[config.mk]
export PLATFORM = sky130hd
export DESIGN_NAME = ccd_exec
export DESIGN_NICKNAME = d
export VERILOG_FILES = /design/src/design/ccd_exec.v /design/src/design/ccd_stack.v
export VERILOG_INCLUDE_DIRS = /design/src /design/src/design
export SDC_FILE = /design/constraint.sdc
export NUM_CORES = 1
export LEC_CHECK = 0
export BUFFER_PORTS_ARGS = -buffer_cell sky130_fd_sc_hd__buf_4
export CAP_MARGIN = 40
export CORE_MARGIN = 5
export CORE_UTILIZATION = 25
export DETAILED_ROUTE_END_ITERATION = 16
export RECOVER_POWER = 25
export SLEW_MARGIN = 20
export SYNTH_ARGS = -nofsm -noshare
export SYNTH_HDL_FRONTEND = slang
export SYNTH_SLANG_ARGS = --single-unit
export TNS_END_PERCENT = 50
[constraint.sdc]
create_clock -name clock_i -period 10.46 [get_ports clock_i]
set_input_delay 2.092 -clock clock_i [delete_from_list [all_inputs] [get_ports clock_i]]
set_output_delay 2.092 -clock clock_i [all_outputs]
set_load 0.05 [all_outputs]
[src/design/ccd_consts.vh]
// constants for the clear/call/decrement execution block
// assumes inclusion by bare name from every design file of the block
`ifndef CCD_CONSTS_VH
`define CCD_CONSTS_VH

// ----------------------------------------------------------------
// widths
// ----------------------------------------------------------------
`define CCD_IW          14
`define CCD_XW          8
`define CCD_FAW         7
`define CCD_PCW         13
`define CCD_KW          11
`define CCD_SPW         3
`define CCD_SDEPTH      8

// ----------------------------------------------------------------
// instruction word fields
// ----------------------------------------------------------------
`define CCD_OP_MSB      13
`define CCD_OP_LSB      8
`define CCD_DEST_BIT    7
`define CCD_FA_MSB      6
`define CCD_CALL_MSB    13
`define CCD_CALL_LSB    11
`define CCD_K_MSB       10
`define CCD_LATCH_HI    4
`define CCD_LATCH_LO    3

// ----------------------------------------------------------------
// operation encodings
// ----------------------------------------------------------------
`define CCD_CALL_PFX    3'h4
`define CCD_OP_INV      6'h11
`define CCD_OP_ZFILE    6'h12
`define CCD_OP_ZACC     6'h13
`define CCD_OP_DEC      6'h14
`define CCD_OP_DSKIP    6'h15
`define CCD_OP_KICK     6'h16

// ----------------------------------------------------------------
// values and reset values
// ----------------------------------------------------------------
`define CCD_ZERO8       8'h00
`define CCD_ONE8        8'h01
`define CCD_PC_ONE      13'h0001
`define CCD_RST_ACC     8'h00
`define CCD_RST_PC      13'h0000
`define CCD_RST_ZFLAG   1'b0
`define CCD_RST_STFLAG  1'b1
`define CCD_DEST_ACC    1'b0
`define CCD_RST_K       11'h000
`define CCD_RST_UPPER   2'h0
`define CCD_RST_FADDR   7'h00
`define CCD_RST_PTR     3'h0

`endif

[src/design/ccd_exec.v]
// execution unit for watchdog kick, call, invert, clears and decrements
// assumes a register file with combinational read of file_addr_o and a
// fetch unit that offers one word at a time and honours ready_o
//
// Our own choices: the register offsets and strobed register access.
`timescale 1ns/1ps
`include "ccd_consts.vh"

module ccd_exec (
  input  wire                clock_i,
  input  wire                rst_i,
  input  wire                instr_valid_i,
  input  wire [`CCD_IW-1:0]  instr_i,
  input  wire [`CCD_PCW-1:0] pc_i,
  input  wire [`CCD_XW-1:0]  upper_pc_latch_i,
  input  wire [`CCD_XW-1:0]  file_rdata_i,
  input  wire                watchdog_timeout_i,
  input  wire                sleep_entry_i,
  input  wire                stack_pop_i,
  output wire                ready_o,
  output wire [`CCD_FAW-1:0] file_addr_o,
  output wire                file_we_o,
  output wire [`CCD_XW-1:0]  file_wdata_o,
  output wire [`CCD_XW-1:0]  accum_o,
  output wire                zero_flag_o,
  output wire                watchdog_expiry_flag_o,
  output wire                sleep_indicator_flag_o,
  output wire                watchdog_counter_clear_o,
  output wire                prescaler_clear_o,
  output wire                pc_load_o,
  output wire [`CCD_PCW-1:0] pc_target_o,
  output wire                discard_o,
  output wire [`CCD_PCW-1:0] stack_top_o
);

  // ----------------------------------------------------------------
  // states and operation classes
  // ----------------------------------------------------------------
  localparam ST_FETCH = 2'd0;
  localparam ST_EXEC  = 2'd1;
  localparam ST_CALL2 = 2'd2;

  localparam C_NOP   = 3'd0;
  localparam C_KICK  = 3'd1;
  localparam C_CALL  = 3'd2;
  localparam C_INV   = 3'd3;
  localparam C_ZFILE = 3'd4;
  localparam C_ZACC  = 3'd5;
  localparam C_DEC   = 3'd6;
  localparam C_DSKIP = 3'd7;

  // ----------------------------------------------------------------
  // registers
  // ----------------------------------------------------------------
  // sequencer and operands latched at acceptance
  reg [1:0]           state_q;
  reg [2:0]           cls_q;
  reg                 dest_q;
  reg [`CCD_KW-1:0]   target_q;
  reg [`CCD_PCW-1:0]  ret_pc_q;
  reg [1:0]           upper_q;
  reg                 skip_pend_q;
  // output registers
  reg                 ready_q;
  reg [`CCD_FAW-1:0]  faddr_q;
  reg                 fwe_q;
  reg [`CCD_XW-1:0]   fwdata_q;
  reg [`CCD_XW-1:0]   accum_q;
  reg                 zero_q;
  reg                 expiry_q;
  reg                 sleep_q;
  reg                 wdt_clr_q;
  reg                 pre_clr_q;
  reg                 pc_load_q;
  reg [`CCD_PCW-1:0]  pc_target_q;
  reg                 discard_q;

  // ----------------------------------------------------------------
  // decode of the offered instruction word
  // ----------------------------------------------------------------
  wire [5:0] op_fld   = instr_i[`CCD_OP_MSB:`CCD_OP_LSB];
  wire [2:0] call_fld = instr_i[`CCD_CALL_MSB:`CCD_CALL_LSB];
  reg  [2:0] dec_cls;

  // unknown words decode as nop and leave the accumulator, the file, the flags and the stack alone
  always @* begin
    dec_cls = C_NOP;
    // call is recognised by its top three bits before the opcode
    if (call_fld == `CCD_CALL_PFX) begin
      dec_cls = C_CALL;
    end else begin
      case (op_fld)
        `CCD_OP_KICK:  dec_cls = C_KICK;
        `CCD_OP_INV:   dec_cls = C_INV;
        `CCD_OP_ZFILE: dec_cls = C_ZFILE;
        `CCD_OP_ZACC:  dec_cls = C_ZACC;
        `CCD_OP_DEC:   dec_cls = C_DEC;
        `CCD_OP_DSKIP: dec_cls = C_DSKIP;
        default:       dec_cls = C_NOP;
      endcase
    end
  end

  // ----------------------------------------------------------------
  // result datapath
  // ----------------------------------------------------------------
  wire [`CCD_XW-1:0] inv_res = ~file_rdata_i;
  wire [`CCD_XW-1:0] dec_res = file_rdata_i - `CCD_ONE8;
  reg  [`CCD_XW-1:0] result;

  // selects the value that goes to the chosen destination
  always @* begin
    case (cls_q)
      C_INV:   result = inv_res;
      C_DEC:   result = dec_res;
      C_DSKIP: result = dec_res;
      default: result = `CCD_ZERO8;
    endcase
  end

  wire res_zero = (result == `CCD_ZERO8);

  // ----------------------------------------------------------------
  // execute-slot qualifiers
  // ----------------------------------------------------------------
  // only the slot after acceptance changes results, the zero flag or the clear and load pulses
  wire exec_now   = (state_q == ST_EXEC);
  wire is_call    = (cls_q == C_CALL);
  wire is_kick    = (cls_q == C_KICK);
  wire is_dskip   = (cls_q == C_DSKIP);
  wire stack_push = exec_now && is_call;
  wire kick_now   = exec_now && is_kick;

  // ----------------------------------------------------------------
  // return stack
  // ----------------------------------------------------------------
  // a pop in the push cycle is dropped so the push is never lost
  ccd_stack u_stack (
    .clock_i     (clock_i),
    .rst_i       (rst_i),
    .push_i      (stack_push),
    .pop_i       (stack_pop_i && !stack_push),
    .push_data_i (ret_pc_q),
    .top_o       (stack_top_o)
  );

  // ----------------------------------------------------------------
  // sequencer: fetch slot, execute slot, second call slot
  // ----------------------------------------------------------------
  // accept edge: word and operands latched, ready drops
  // execute edge: results, flags and pulses land, ready returns
  // a call keeps ready low for one more edge
  always @(posedge clock_i or posedge rst_i) begin
    if (rst_i) begin
      state_q     <= ST_FETCH;
      ready_q     <= 1'b1;
      cls_q       <= C_NOP;
      dest_q      <= `CCD_DEST_ACC;
      target_q    <= `CCD_RST_K;
      ret_pc_q    <= `CCD_RST_PC;
      upper_q     <= `CCD_RST_UPPER;
      faddr_q     <= `CCD_RST_FADDR;
      skip_pend_q <= 1'b0;
      discard_q   <= 1'b0;
    end else begin
      discard_q <= 1'b0;
      case (state_q)
        ST_FETCH: begin
          if (instr_valid_i) begin
            state_q  <= ST_EXEC;
            ready_q  <= 1'b0;
            dest_q   <= instr_i[`CCD_DEST_BIT];
            target_q <= instr_i[`CCD_K_MSB:0];
            ret_pc_q <= pc_i + `CCD_PC_ONE;
            upper_q  <= upper_pc_latch_i[`CCD_LATCH_HI:`CCD_LATCH_LO];
            faddr_q  <= instr_i[`CCD_FA_MSB:0];
            // a word fetched behind a zero skip result runs as nop
            if (skip_pend_q) begin
              cls_q       <= C_NOP;
              skip_pend_q <= 1'b0;
              discard_q   <= 1'b1;
            end else begin
              cls_q <= dec_cls;
            end
          end
        end
        ST_EXEC: begin
          // call holds ready low for its second slot
          if (is_call) begin
            state_q <= ST_CALL2;
          end else begin
            state_q <= ST_FETCH;
            ready_q <= 1'b1;
          end
          // only a decrement-skip can arm the discard
          if (is_dskip) begin
            skip_pend_q <= res_zero;
          end
        end
        // second call slot: nothing moves but the sequencer
        ST_CALL2: begin
          state_q <= ST_FETCH;
          ready_q <= 1'b1;
        end
        default: begin
          state_q <= ST_FETCH;
          ready_q <= 1'b1;
        end
      endcase
    end
  end

  // ----------------------------------------------------------------
  // destination writes and zero flag
  // ----------------------------------------------------------------
  always @(posedge clock_i or posedge rst_i) begin
    if (rst_i) begin
      fwe_q    <= 1'b0;
      fwdata_q <= `CCD_ZERO8;
      accum_q  <= `CCD_RST_ACC;
      zero_q   <= `CCD_RST_ZFLAG;
    end else begin
      fwe_q <= 1'b0;
      if (exec_now) begin
        case (cls_q)
          // computed results go to the selected destination
          C_INV, C_DEC, C_DSKIP: begin
            if (dest_q == `CCD_DEST_ACC) begin
              accum_q <= result;
            end else begin
              fwe_q    <= 1'b1;
              fwdata_q <= result;
            end
            // decrement-skip keeps every flag as it was
            if (cls_q != C_DSKIP) begin
              zero_q <= res_zero;
            end
          end
          // file clear: zero to the file register, zero flag set
          C_ZFILE: begin
            fwe_q    <= 1'b1;
            fwdata_q <= `CCD_ZERO8;
            zero_q   <= 1'b1;
          end
          // accumulator clear: zero to the accumulator, zero flag set
          C_ZACC: begin
            accum_q <= `CCD_ZERO8;
            zero_q  <= 1'b1;
          end
          // kick, call and nop leave the zero flag alone
          default: begin
            zero_q <= zero_q;
          end
        endcase
      end
    end
  end

  // ----------------------------------------------------------------
  // watchdog side: kick pulses and the two status flags
  // ----------------------------------------------------------------
  // clear pulses stand for the execute edge of a kick only
  always @(posedge clock_i or posedge rst_i) begin
    if (rst_i) begin
      wdt_clr_q <= 1'b0;
      pre_clr_q <= 1'b0;
    end else begin
      wdt_clr_q <= kick_now;
      pre_clr_q <= kick_now;
    end
  end

  // kick wins over a timeout or sleep entry in the same cycle
  always @(posedge clock_i or posedge rst_i) begin
    if (rst_i) begin
      expiry_q <= `CCD_RST_STFLAG;
      sleep_q  <= `CCD_RST_STFLAG;
    end else if (kick_now) begin
      expiry_q <= 1'b1;
      sleep_q  <= 1'b1;
    end else begin
      // outside a kick the watchdog and sleep logic drop the flags
      if (watchdog_timeout_i) begin
        expiry_q <= 1'b0;
      end
      if (sleep_entry_i) begin
        sleep_q <= 1'b0;
      end
    end
  end

  // ----------------------------------------------------------------
  // program counter load for call
  // ----------------------------------------------------------------
  always @(posedge clock_i or posedge rst_i) begin
    if (rst_i) begin
      pc_load_q   <= 1'b0;
      pc_target_q <= `CCD_RST_PC;
    end else begin
      pc_load_q <= stack_push;
      // target holds after the pulse for the fetch logic to read
      if (stack_push) begin
        pc_target_q <= {upper_q, target_q};
      end
    end
  end

  // ----------------------------------------------------------------
  // outputs, each straight from a flip-flop
  // ----------------------------------------------------------------
  assign ready_o                  = ready_q;
  assign file_addr_o              = faddr_q;
  assign file_we_o                = fwe_q;
  assign file_wdata_o             = fwdata_q;
  assign accum_o                  = accum_q;
  assign zero_flag_o              = zero_q;

  // watchdog side
  assign watchdog_expiry_flag_o   = expiry_q;
  assign sleep_indicator_flag_o   = sleep_q;
  assign watchdog_counter_clear_o = wdt_clr_q;
  assign prescaler_clear_o        = pre_clr_q;

  // program counter and discard side
  assign pc_load_o                = pc_load_q;
  assign pc_target_o              = pc_target_q;
  assign discard_o                = discard_q;

endmodule

[src/design/ccd_stack.v]
// return stack memory: eight entries, circular, top read from a register
// assumes push and pop from logic on the same clock, never both at once
`timescale 1ns/1ps
`include "ccd_consts.vh"

module ccd_stack (
  input  wire                clock_i,
  input  wire                rst_i,
  input  wire                push_i,
  input  wire                pop_i,
  input  wire [`CCD_PCW-1:0] push_data_i,
  output wire [`CCD_PCW-1:0] top_o
);

  reg [`CCD_PCW-1:0] mem_q [0:`CCD_SDEPTH-1];
  reg [`CCD_SPW-1:0] ptr_q;
  reg [`CCD_PCW-1:0] top_q;

  wire [`CCD_SPW-1:0] ptr_m1 = ptr_q - 3'h1;
  wire [`CCD_SPW-1:0] ptr_m2 = ptr_q - 3'h2;

  // ----------------------------------------------------------------
  // storage, one entry per generate step
  // ----------------------------------------------------------------
  genvar gi;
  generate
    for (gi = 0; gi < `CCD_SDEPTH; gi = gi + 1) begin : g_ent
      always @(posedge clock_i or posedge rst_i) begin
        if (rst_i) begin
          mem_q[gi] <= `CCD_RST_PC;
        end else if (push_i && (ptr_q == gi)) begin
          mem_q[gi] <= push_data_i;
        end
      end
    end
  endgenerate

  // pointer wraps, so a ninth push overwrites the oldest entry
  always @(posedge clock_i or posedge rst_i) begin
    if (rst_i) begin
      ptr_q <= `CCD_RST_PTR;
      top_q <= `CCD_RST_PC;
    end else if (push_i) begin
      ptr_q <= ptr_q + 3'h1;
      top_q <= push_data_i;
    end else if (pop_i) begin
      ptr_q <= ptr_m1;
      top_q <= mem_q[ptr_m2];
    end else begin
      top_q <= mem_q[ptr_m1];
    end
  end

  assign top_o = top_q;

endmodule

# --- Word-level counts from Yosys, hierarchy flattened ---
# Cells that the tools add are included.
classes:
  bitwise_logic: 3
  reduce_logical: 31
  add_sub_neg: 5
  n_eq_ne: 29
  mux: 38
  n_lt_le_gt_ge: 2
ops:
  columns: ["operator", "count"]
  rows:
  - ["13-bit binary-select mux with 3-bit select", 2]
  - ["13-bit 2-to-1 mux", 6]
  - ["8-bit case mux with 2 select lines", 3]
  - ["6-bit by 5-bit == test with 1-bit output (second input constant)", 6]
  - ["3-bit == test (second input constant)", 9]
  - ["3-bit case mux with 6 select lines", 1]
  - ["8-bit 2-to-1 mux", 2]
  - ["2-bit nonzero test", 7]
  - ["13-bit by 1-bit adder with 13-bit output (second input constant)", 1]
  - ["1-bit 2-to-1 mux", 13]
  - ["3-bit by 2-bit == test with 1-bit output (second input constant)", 4]
  - ["3-bit 2-to-1 mux", 4]
  - ["3-bit AND reduction", 4]
  - ["1-bit logical AND", 11]
  - ["2-bit != test (second input constant)", 5]
  - ["4-bit >= comparator (second input constant)", 2]
  - ["8-bit zero test", 1]
  - ["3-bit NOT with 4-bit output", 2]
  - ["8-bit NOT", 1]
  - ["1-bit case mux with 2 select lines", 4]
  - ["8-bit by 1-bit subtractor with 8-bit output (second input constant)", 1]
  - ["3-bit by 1-bit == test with 1-bit output (second input constant)", 2]
  - ["2-bit 2-to-1 mux", 2]
  - ["2-bit case mux with 2 select lines", 1]
  - ["12 further kinds", 14]
totals:
  out_inout_bits: 58
  regBits: 197
  word_cells: 137

# --- Longest topological paths before layout ---
# Gate-level depths: netlist of the first run.
depth:
  depth_word: 7
  depth_mapped: 12

# --- Cells and area by module ---
# Synthesis of the first run repeated with hierarchy kept, for this count alone.
unflattened:
  hier_cells: 852
  hier_area_um2: 9605.5
by_module_without_submodules:
  columns: ["mod", "cells_per_inst", "seq_area_each_um2", "area_per_inst_um2", "n_inst"]
  rows:
  - ["ccd_stack", 533, 3002.9, 6362.4, 1]
  - ["ccd_exec", 319, 1730.4, 3243.1, 1]

# --- Worst setup path after synthesis of the first run ---
# OpenSTA, ideal clock, no wires.
synth_path:
  kind: "input -> register"
  from: "input file_rdata_i[1]"
  to: "register zero_q (netlist: zero_flag_o)"
  setup_slack_ns: 7.023
  stages: 6
  setup_time_ns: 0.086
  required_ns: 10.374
  arrival_ns: 3.351
  cell_sequence: "or4b_1 a21boi_1 o32ai_1 nor4_4 a21oi_1 nor3_1"
synth_between:
  elab_chain_cells: 5
  elab_cells_between_ends: 6
  cone_classes: "1 x add/sub; 3 x mux; 1 x bitwise; 1 x reduce/logical"
synth_rtl:
  columns: ["item", "line_no", "rtl"]
  rows:
  - ["start: declaration", "ccd_exec.v:16", "input wire [`CCD_XW-1:0] file_rdata_i,"]
  - ["8-bit by 1-bit subtractor with 8-bit output (no line) / 8-bit NOT (equally long branches)", null, null]
  - ["8-bit case mux with 2 select lines (*)", "ccd_exec.v:113", "case (cls_q)"]
  - ["8-bit zero test (no line) (*)", null, null]
  - ["1-bit 2-to-1 mux (*)", "ccd_exec.v:235", "if (cls_q != C_DSKIP) begin"]
  - ["1-bit case mux with 2 select lines (*)", "ccd_exec.v:225", "case (cls_q)"]
  - ["end signal: assignment", "ccd_exec.v:221", "zero_q <= `CCD_RST_ZFLAG;"]
  - ["end signal: assignment", "ccd_exec.v:236", "zero_q <= res_zero;"]
  - ["end signal: assignment", "ccd_exec.v:252", "zero_q <= zero_q;"]
  - ["end: declaration", "ccd_exec.v:69", "reg zero_q;"]
# Mark *: on every way between the ends. The rest lies on a longest branch, timed or not. The select of a mux whose other input is x is not followed.
# A chain may end at the register's enable or synchronous reset.

# --- Final worst setup path of the first run ---
layout_path:
  from: "register cls_q[2]"
  to: "register u_stack.mem_q[46] in the netlist's numbering"
layout_between:
  elab_chain_cells: 3
layout_rtl:
  columns: ["item", "line_no", "rtl"]
  rows:
  - ["start: declaration", "ccd_exec.v:57", "reg [2:0] cls_q;"]
  - ["start signal: assignment", "ccd_exec.v:183", "cls_q <= dec_cls;"]
  - ["3-bit by 2-bit == test with 1-bit output", "ccd_exec.v:128", "wire is_call = (cls_q == C_CALL);"]
  - ["1-bit logical AND", "ccd_exec.v:131", "wire stack_push = exec_now && is_call;"]
  - ["1-bit logical AND", "ccd_stack.v:31", "end else if (push_i && (ptr_q == gi)) begin"]
  - ["end signal: indexed assignment", "ccd_stack.v:30", "mem_q[gi] <= `CCD_RST_PC;"]
  - ["end signal: indexed assignment", "ccd_stack.v:32", "mem_q[gi] <= push_data_i;"]
  - ["end: declaration", "ccd_stack.v:15", "reg [`CCD_PCW-1:0] mem_q [0:`CCD_SDEPTH-1];"]
# No other way between the ends.

==> results.txt, run 1 <==
Sequential group share of total power = 38.3%
Part of the power in the clock network = 20.8%
R2R cell count = 7
Cells after synthesis = 785
Highest attainable clock frequency = 211 MHz
Leakage power of the design = 5.33 nW
Initial core utilization = 25.3%
Growth of design area from synthesis to finish = 19.1%
Data arrival time of the critical path = 5050 ps
#FFs+latches synth = 189
Hold path endpoint = pc_target_o[11]$_DFFE_PP0P_
Number of nets in the finished design = 916
Placeable core area = 37700 sq um
Clock root buffer master = clkbuf_16
Most frequent cells in the layout = 185 x dfrtp_1, 133 x nand2_1, 107 x mux2_1
Hold Crit Depth = 2
Overall overflow remaining after global route = 0
Leading register cell type out of synthesis = dfrtp_1
Global-route usage over all layers = 11.6%
Result of the run = finished with violations
Proportion of synthesized chip area in sequential cells = 49.7%
CTS tree = yes
Worst Path Max Fanout = 32
Initial antenna violation count = 0
Data required, critical path = 10780 ps
Total half-perimeter wirelength after legalization and detailed placement = 15600 um
Worst-path clk slew = 70 ps
Detailed-routing iteration count for the pre-antenna-repair pass = 5
Final WL = 23500 um
Number of nets in the synthesized netlist = 843
Worst-case setup slack after placement = 6710 ps
Synth Area per Inst = 12.1 sq um
Number of DRC markers after the initial detailed-route iteration = 320
Worst slew margin = -64.0%
CP Capture Type = register
Most common cell after layout, fill and taps aside = dfrtp_1
Fin util = 30.1%
Wire length of the first global-routing pass = 37900 um
Worst flop-to-flop path startpoint = cls_q[2]$_DFFE_PP0P_
Area of the mapped netlist = 9520 sq um
Number of synthesized flops with an enable pin = 0
# H-tree levels = 4
Failing checks = max-capacitance violations, max-slew violations
Ant diodes = 0
Max Buffers Root-to-Sink = 2
Final count of negative-setup-slack endpoints = 0
Path type of the worst setup path = reg2reg
Power density over cell area = 270 nW/um^2
Switching Share = 37.5%
Post-route clock period utilization = 45.2%
Final critical-path setup slack = 5730 ps
Number of warnings printed during yosys synthesis = 0
Total net switching power = 1.15 mW
Setup repair after global routing missed its margin = no
Final Total Pwr = 3.07 mW
Count of input and output buffers = 100
Internal power summed over all cells = 1.92 mW
Num ports = 107
Horizontal extent of the die = 205 um
Minimum hold slack = 466 ps
Number of global-route vias before repair = 6585
Minimum clock period = 4730 ps
Number of filler cells placed in the layout = 3874
Launch point of the worst hold path = upper_q[0]$_DFFE_PP0P_
Element type at the critical path start = register
Clk Latency, worst-skew pair = 430 ps
Number of slew-limit violations in the final report = 82
Total clock buffers created by CTS = 17
Largest net degree at the start of global routing = 87
Setup slack on the worst flop-to-flop path = 5730 ps
Hold buffers post-CTS = 0
Fraction of final layout cells sized beyond drive strength 1 = 25.1%
Full die area = 42100 sq um
Post-route DRC = 0
Total number of placement rows = 71
Proportion of power drawn by combinational gates = 41.0%
Slew at the pin closest to its max-slew limit = 2450 ps
Routed WL per cell = 17.0 um
Overall die height = 205 um
Maximum vdd ir drop = 0.000136 V
Asr flop ratio synth = 100%
Total vias in the final route = 6286
Hold WC Path Type = reg2reg
Placer congestion estimate = 0.733
Quantity of gates resized following cts = 0
Setup clock skew after layout = 15.3 ps
Number of vias per cell after detailed routing = 4.55
Max-cap viol count = 2
Distinct cells, synth = 56
End of the worst register-to-register path = u_stack.mem_q[46]$_DFFE_PP0P_
Endpoints failing hold = 0
Post-Route Setup TNS = 0 ps
Remaining antenna violation count after routing = 0
Postcts setup bufs = 0
Clk sinks = 189
-- worst max-delay path by stage --
| stage | from | end | slack (ps) | depth (start not counted) |
|---|---|---|---|---|
| 2_1_floorplan | rst_i | accum_o[0]$_DFFE_PP0P_ | 3230 | 1 |
| 3_3_place_gp | rst_i | u_stack.ptr_q[0]$_DFFE_PP0P_ | 6720 | 3 |
| 3_5_place_dp | file_rdata_i[0] | zero_flag_o$_DFFE_PP0P_ | 6710 | 9 |
| 4_1_cts | u_stack.ptr_q[0]$_DFFE_PP0P_ | u_stack.top_o[8]$_DFF_PP0_ | 6970 | 8 |
| 5_1_grt | cls_q[2]$_DFFE_PP0P_ | u_stack.mem_q[43]$_DFFE_PP0P_ | 5460 | 7 |
| 6_report | cls_q[2]$_DFFE_PP0P_ | u_stack.mem_q[46]$_DFFE_PP0P_ | 5730 | 7 |
-- state kept, by name, indices dropped and copies added (netlist names), 2 cells and up --
name           flops
state_q            2
upper_q            2
ret_pc_q          13
u_stack.ptr_q      3
cls_q              3
u_stack.top_o     13
file_wdata_o       8
accum_o            8
pc_target_o       13
target_q          11
u_stack.mem_q    104
-- area by class of cell --
cell class	count	area, sq um	share of cell area, %
clock buffer	25	505	4.46
clock inverter	7	63.8	0.563
inverter	21	80.1	0.706
multi-input combinational	510	4360	38.4
sequential	189	4730	41.8
tap	511	639	5.64
timing repair buffer	119	957	8.44
-- kinds of logic (layout without fill, tap and decap cells) --
group           Yosys count  count (layout)  share of synthesized area (%)
compound gates           85              85                           5.58
mux                     180             180                           27.2
buf+inv                  86             172                           4.53
flops                   189             189                           49.7
simple gates            221             221                           10.4
fa+ha+maj                 9               9                           1.18
xor+xnor                 15              15                           1.38
-- routing by layer --
metal,global-route usage [%],up-vias,wire (um),share of wire [%]
met4,3.06,0,289,1.2
met3,4.13,19,1690,7.2
li1,-,2915,-,-
met2,17.9,151,10800,46
met5,0,-,0,0
met1,15.5,3201,10800,46
-- synth_stat cells, types with 3 or more instances --
master,n,area [sq um]
a21oi_1,21,105
nand2_1,133,499
and3_1,4,25.0
mux2_1,107,1200
mux2i_1,16,160
dfrtp_1,186,4650
mux2_2,5,56.3
nand3_1,14,70.1
xnor2_1,9,78.8
dfstp_2,3,78.8
o21ai_1,9,45.0
clkbuf_1,16,60.1
mux4_2,52,1170
nor2_1,36,135
buf_1,12,45.0
inv_1,18,67.6
buf_4,11,82.6
buf_6,4,45.0
a31oi_1,4,25.0
nor3_1,5,25.0
o21ai_0,18,90.1
a211oi_1,17,128
o22ai_1,4,25.0
ha_1,9,113
and2_1,9,56.3
inv_2,3,11.3
xor2_1,6,52.6
buf_2,21,105
-- critical path, cell delays in order (launching register included) --
cell and delay [ps]:
dfrtp_1 600, nor2_1 190, nand3_2 100, clkbuf_1 1270
inv_1 1090, nand3_1 790, buf_6 230, mux2_1 330
-- through the flow --
step,instances,instance area (sq um)
floorplan,785,9520
global placement,1339,10600
detailed placement,1346,10700
CTS,1378,11300
global route,1382,11300
finish,1382,11300
-- power by group through the flow --
stage                     Clock [mW]  Sequential, mW  Combinational [mW]
after floorplan                    0            1.32               0.771
after global placement             0            1.18                1.20
after detailed placement           0            1.19                1.23
after CTS                      0.653            1.18                1.23
after global routing           0.686            1.21                1.36
final                          0.637            1.17                1.26
Note: power is estimated with default switching activity, not from simulation.
==> inputs of run 2 (changes only) <==
Clock period 10.46 ns to 4 ns, I/O delays scaled along.
==> results.txt, run 2 (synthesis results as in run 1) <==
Proportion of power drawn by combinational gates = 39.7% (-1.3 points)
Met3 track utilization from global routing = 4.26% (+0.13 points)
Endpoints failing hold = 0 (unchanged)
Quantity of gates resized following cts = 0 (unchanged)
R2R cell count = 6 (-1)
CP Capture Type = async pin
Total number of placement rows = 71 (unchanged)
Hold buffers post-CTS = 0 (unchanged)
Clk sinks = 189 (unchanged)
Post-place instance area = 10800 sq um (+0.51%)
Minimum clock period = 2520 ps
Hold WC Path Type = reg2reg
Total vias in the final route = 6316 (+0.48%)
Cell Chain, Critical Path = clkbuf_4 -> clkinvlp_2 -> clkbuf_1
Max-cap viol count = 0 (-2)
Global routing usage on met2 = 17.3% (-0.54 points)
Post-route DRC = 0 (unchanged)
Most common cell after layout, fill and taps aside = dfrtp_1
Setup repair after global routing missed its margin = no
Global-route usage over all layers = 11.4% (-0.17 points)
Sequential group share of total power = 38.4% (about the same)
Wire length of the first global-routing pass = 37500 um (-1.1%)
Initial antenna violation count = 0 (unchanged)
Critical Path Source = rst_i
Final std cell area, no fill = 11400 sq um (+0.61%)
Worst flop-to-flop path startpoint = cls_q[2]$_DFFE_PP0P_
Placeable core area = 37700 sq um (unchanged)
Final WL = 23400 um (-0.54%)
Ant diodes = 0 (unchanged)
Global routing's busiest layer = met2
Element type at the critical path start = input port
Total net switching power = 3.08 mW (+170%)
Leakage power of the design = 5.39 nW (+1.0%)
Max Buffers Root-to-Sink = 2 (unchanged)
Largest net degree at the start of global routing = 67 (-23%)
Register with the most flip-flops = u_stack.mem_q
Worst-case setup slack after placement = 1410 ps (-5300 ps)
Placer congestion estimate = 0.767 (+4.6%)
Flip-flop count of the largest register, all copies and words added = 104 (unchanged)
Highest attainable clock frequency = 396 MHz
Maximum vdd ir drop = 0.000490 V (+260%)
Clk Latency, worst-skew pair = 440 ps (about the same)
Path type of the worst setup path = in2async
Minimum hold slack = 473 ps (+6.80 ps)
End of the worst register-to-register path = u_stack.mem_q[49]$_DFFE_PP0P_
Number of DRC markers after the initial detailed-route iteration = 408 (+28%)
Setup clock skew after layout = 8.64 ps (-6.63 ps)
Worst slew margin = 10.4% (+74 points)
Worst Path Max Fanout = 28 (-13%)
Buffers and inverters on the worst path = 3 (unchanged)
Overall die height = 205 um (unchanged)
Fraction of final layout cells sized beyond drive strength 1 = 26.9% (+1.8 points)
Number of global-route vias before repair = 6497 (-1.3%)
CP max stage delay = 1050 ps (-220 ps)
Critical path destination = u_stack.ptr_q[0]$_DFFE_PP0P_
Growth of design area from synthesis to finish = 19.8%
Total clock buffers created by CTS = 17 (unchanged)
Most frequent cells in the layout = 185 x dfrtp_1, 133 x nand2_1, 121 x buf_4
GR met1 Demand/Resource = 15.2% (-0.31 points)
Data required, critical path = 4230 ps (-6550 ps)
Number of vias per cell after detailed routing = 4.54 (-0.17%)
Overall overflow remaining after global route = 0 (unchanged)
Detailed-routing iteration count for the pre-antenna-repair pass = 5 (unchanged)
Data arrival time of the critical path = 2750 ps (-2300 ps)
Remaining antenna violation count after routing = 0 (unchanged)
Critical-path cell with the highest stage delay = clkbuf_1
Final Total Pwr = 8.08 mW (+160%)
Part of the power in the clock network = 21.9% (+1.1 points)
Post-route clock period utilization = 63.1%
Number of nets in the finished design = 925 (+0.98%)
Postcts setup bufs = 0 (unchanged)
Worst-path clk slew = 70 ps (about the same)
Initial core utilization = 25.3% (unchanged)
Total half-perimeter wirelength after legalization and detailed placement = 16100 um (+3.0%)
Number of filler cells placed in the layout = 3859 (-0.39%)
Switching Share = 38.1% (+0.60 points)
Setup slack on the worst flop-to-flop path = 1510 ps (-4220 ps)
Power density over cell area = 709 nW/um^2 (+160%)
Path length in cells of the critical path = 3 (-4)
Slew at the pin closest to its max-slew limit = 1340 ps (-1100 ps)
Full die area = 42100 sq um (unchanged)
Internal power summed over all cells = 5.00 mW (+160%)
Post-Route Setup TNS = 0 ps (unchanged)
Final critical-path setup slack = 1480 ps (-4250 ps)
Kind of cell with the highest combined delay on the critical path = buffers and inverters
Clock root buffer master = clkbuf_16
Number of slew-limit violations in the final report = 0 (-100%)
Count of input and output buffers = 100 (unchanged)
Horizontal extent of the die = 205 um (unchanged)
Final count of negative-setup-slack endpoints = 0 (unchanged)
Num ports = 107 (unchanged)
# H-tree levels = 4 (unchanged)
CTS tree = yes
Result of the run = completed
Routed WL per cell = 16.8 um (-1.2%)
## run 2: cell types whose count changed in the layout (fill, tap and decap cells not counted), sizes merged
cell | previous run | this run
bufinv | 1 | 2
buf | 110 | 126
inv | 20 | 29
clkbuf | 34 | 20
clkinv | 6 | 3
## run 2: power by group through the flow
stage,Combinational (mW),Sequential (mW),Clock (mW)
2_1_floorplan,2.02,3.44,0
3_3_place_gp,3.19,3.10,0
3_5_place_dp,3.25,3.13,0
4_1_cts,3.26,3.09,1.83
5_1_grt,3.48,3.19,1.90
6_report,3.21,3.10,1.77
## run 2: worst min path at each step
stage,from,to,cells after the start
3_5_place_dp,target_q[9]$_DFFE_PP0P_,pc_target_o[9]$_DFFE_PP0P_,2
4_1_cts,rst_i,prescaler_clear_o$_DFF_PP0_,2
5_1_grt,watchdog_timeout_i,watchdog_expiry_flag_o$_DFFE_PP1P_,2
2_1_floorplan,target_q[10]$_DFFE_PP0P_,pc_target_o[10]$_DFFE_PP0P_,2
3_3_place_gp,target_q[10]$_DFFE_PP0P_,pc_target_o[10]$_DFFE_PP0P_,2
6_report,target_q[9]$_DFFE_PP0P_,pc_target_o[9]$_DFFE_PP0P_,2
## run 2: worst register-to-register path, delay by kind of cell, from the launching register on
kind | cells | cell delay (ps)
buffers and inverters | 2 | 620
multiplexers | 1 | 330
AND/OR/NAND/NOR | 3 | 880
flip-flops | 1 | 550
## run 2: stage by stage
| step | util, % | instances |
|---|---|---|
| 2_1_floorplan | - | 785 |
| 3_3_place_gp | 28.6 | 1355 |
| 3_5_place_dp | 28.7 | 1358 |
| 4_1_cts | 30.3 | 1390 |
| 5_1_grt | 30.3 | 1391 |
| 6_report | 30.3 | 1391 |
## run 2: area by class of cell
cell class | instances | area, sq um | area share (%)
timing repair buffer | 128 | 986 | 8.64
clock inverter | 14 | 170 | 1.49
inverter | 21 | 80.1 | 0.702
sequential | 189 | 4730 | 41.5
tap | 511 | 639 | 5.60
clock buffer | 18 | 439 | 3.85
multi-input combinational | 510 | 4360 | 38.2
## run 2: per-layer routing
| metal | vias up | wire, um |
|---|---|---|
| met5 | - | 0 |
| met2 | 184 | 10700 |
| li1 | 2934 | - |
| met1 | 3177 | 10200 |
| met4 | 0 | 306 |
| met3 | 21 | 2230 |
==> inputs of run 3 (changes only) <==
Settings changed: ABC_AREA set to 1.
Clock period 4 ns to 2.2 ns, I/O delays scaled along.
==> results.txt, run 3 <==
Cell taking the most area after synthesis = dfrtp_1
Overall overflow remaining after global route = 0 (unchanged)
Highest attainable clock frequency = 500 MHz
Postcts setup bufs = 0 (unchanged)
Minimum hold slack = 134 ps (-339 ps)
Clk Latency, worst-skew pair = 440 ps (about the same)
Area of the mapped netlist = 9650 sq um (+1.4%)
Result of the run = completed
Number of DRC markers after the initial detailed-route iteration = 813 (+99%)
Worst-path clk slew = 70 ps (about the same)
Placed Cells incl. Taps = 1773 (+31%)
Post-Route Setup TNS = 0 ps (unchanged)
Final count of negative-setup-slack endpoints = 0 (unchanged)
Element type at the critical path start = register
Global-route usage over all layers = 13.6% (+2.2 points)
Leading register cell type out of synthesis = dfrtp_1
Proportion of synthesized chip area in sequential cells = 49.0% (-0.67 points)
Register cell area after layout = 4730 sq um (unchanged)
Synth Area per Inst = 8.12 sq um (-33%)
Hold WC Path Type = in2reg
Launch point of the worst hold path = sleep_entry_i
Data arrival time of the critical path = 2270 ps (-480 ps)
Maximum vdd ir drop = 0.000719 V (+47%)
Post-place instance area = 11000 sq um (+2.0%)
Final WL = 28400 um (+22%)
Setup slack on the worst flop-to-flop path = 200 ps (-1310 ps)
Most frequent cells in the layout = 293 x nand2_1, 185 x dfrtp_1, 177 x o21ai_0
Detailed-routing iteration count for the pre-antenna-repair pass = 5 (unchanged)
Largest net degree at the start of global routing = 108 (+61%)
Power density over cell area = 1420 nW/um^2 (+100%)
Number of nets in the synthesized netlist = 1247 (+48%)
Post-layout instance count excluding filler cells = 1806 (+30%)
Number of slew-limit violations in the final report = 0 (unchanged)
Worst Path Max Fanout = 20 (-29%)
Minimum clock period = 2000 ps
Post-route DRC = 0 (unchanged)
Path type of the worst setup path = reg2reg
Max-cap viol count = 0 (unchanged)
Most used standard cell by instance count after synthesis = nand2_1
# H-tree levels = 4 (unchanged)
Footprint of the multi-input gates = 4040 sq um (-7.4%)
Setup clock skew after layout = 9.18 ps (+0.537 ps)
Initial antenna violation count = 1 (+1)
Wire length of the first global-routing pass = 45600 um (+22%)
Clk sinks = 189 (unchanged)
Number of warnings printed during yosys synthesis = 0 (unchanged)
Asr flop ratio synth = 100% (unchanged)
Most common cell after layout, fill and taps aside = nand2_1
Critical path destination = u_stack.top_o[5]$_DFF_PP0_
Cells after synthesis = 1189 (+51%)
Slew at the pin closest to its max-slew limit = 1010 ps (-330 ps)
Routed WL per cell = 15.8 um (-6.3%)
Count of input and output buffers = 100 (unchanged)
Share of Yosys cell area claimed by the top area cell type = 48.2% (-0.66 points)
Endpoints failing hold = 0 (unchanged)
Number of synthesized flops with an enable pin = 0 (unchanged)
Worst slew margin = 32.4% (+22 points)
CP Capture Type = register
Number of nets in the finished design = 1333 (+44%)
Horizontal extent of the die = 207 um (+0.65%)
Ant diodes = 0 (unchanged)
Total half-perimeter wirelength after legalization and detailed placement = 19400 um (+20%)
Fin util = 30.0% (-0.25 points)
Growth of design area from synthesis to finish = 19.7% (about the same)
Remaining antenna violation count after routing = 0 (unchanged)
Synth area leaders = dfrtp_1 48%, nand2_1 11%, o21ai_0 9.2%
Data required, critical path = 2480 ps (-1750 ps)
Fraction of final layout cells sized beyond drive strength 1 = 15.8% (-11 points)
Hold Crit Depth = 2 (unchanged)
Number of vias per cell after detailed routing = 4.60 (+1.3%)
Leakage power of the design = 5.31 nW (-1.4%)
Placer congestion estimate = 0.878 (+14%)
Final Total Pwr = 16.4 mW (+100%)
Initial core utilization = 25.1% (-0.19 points)
Synth top cells by count = 293 x nand2_1, 186 x dfrtp_1, 177 x o21ai_0, 109 x inv_1, 73 x a21oi_1
Worst flop-to-flop path startpoint = u_stack.ptr_q[1]$_DFFE_PP0P_
Register with the most flip-flops = u_stack.mem_q
Flip-flop count of the largest register, all copies and words added = 104 (unchanged)
Total number of placement rows = 72 (+1.4%)
Full die area = 42600 sq um (+1.3%)
Num ports = 107 (unchanged)
Number of global-route vias before repair = 8255 (+27%)
Setup repair after global routing missed its margin = no
Overall die height = 207 um (+0.65%)
Worst-case setup slack after placement = 154 ps (-1260 ps)
Distinct cells, synth = 35 (-38%)
#FFs+latches synth = 189 (unchanged)
Total vias in the final route = 8304 (+31%)
Clock root buffer master = clkbuf_16
End of the worst register-to-register path = u_stack.top_o[5]$_DFF_PP0_
CTS tree = yes
Critical Path Source = u_stack.ptr_q[1]$_DFFE_PP0P_
Max Buffers Root-to-Sink = 2 (unchanged)
Post-route clock period utilization = 90.8%
Number of filler cells placed in the layout = 4138 (+7.2%)
Total clock buffers created by CTS = 17 (unchanged)
Final std cell area, no fill = 11600 sq um (+1.3%)
Final critical-path setup slack = 201 ps (-1270 ps)
R2R cell count = 8 (+2)
Placeable core area = 38500 sq um (+2.1%)
## run 3: how the worst min path moves through the flow
stage | to | slack [ps]
detailed placement | pc_target_o[1]$_DFFE_PP0P_ | 370
global route | sleep_indicator_flag_o$_DFFE_PP1P_ | 130
floorplan | pc_target_o[10]$_DFFE_PP0P_ | 440
CTS | sleep_indicator_flag_o$_DFFE_PP1P_ | 120
finish | sleep_indicator_flag_o$_DFFE_PP1P_ | 130
global placement | target_q[1]$_DFFE_PP0P_ | 360
## run 3: kinds of logic (layout without fill, tap and decap cells)
kind of cell / after synthesis / after routing / synth area share, %
flops: 189 / 189 / 49.0
xor+xnor: 5 / 5 / 0.648
fa+ha+maj: 9 / 9 / 1.17
simple gates: 428 / 428 / 18.8
compound gates: 370 / 370 / 21.2
buf+inv: 188 / 287 / 9.16
## run 3: cell type report
class,instances,area share (%)
Sequential cell,189,41.0
Timing Repair Buffer,141,9.75
Inverter,114,3.72
Tap cell,518,5.61
Multi-Input combinational cell,812,34.9
Clock buffer,22,4.10
Clock inverter,10,0.920
## run 3: critical path, stage by stage (launching register included)
cell and delay [ps]:
dfrtp_1 380, inv_1 100, ha_1 420, buf_4 330, a21oi_1 60, o21ai_0 80
nand2_1 100, o211ai_1 160, nand3_1 190
## run 3: routing by layer
metal	part of all wire (%)	track usage, %	vias to the layer above
li1	-	-	4126
met1	44	17.5	3884
met2	46	21.7	251
met3	8.5	4.63	41
met4	1.8	3.97	2
met5	0.046	0	-
## run 3: where the power goes
| part | total, mW | switching [mW] | internal [mW] | leakage (nW) |
|---|---|---|---|---|
| registers | 5.34 | 0.723 | 4.62 | 2.46 |
| clock network | 3.09 | 1.42 | 1.67 | 0.283 |
| logic | 7.92 | 5.34 | 2.58 | 2.56 |
## run 3: timing repair
item,CTS,global route
gates resized for setup,0,1
hold buffers,1,0
setup endpoints to repair,0,24
endpoints found under the hold margin,2,0
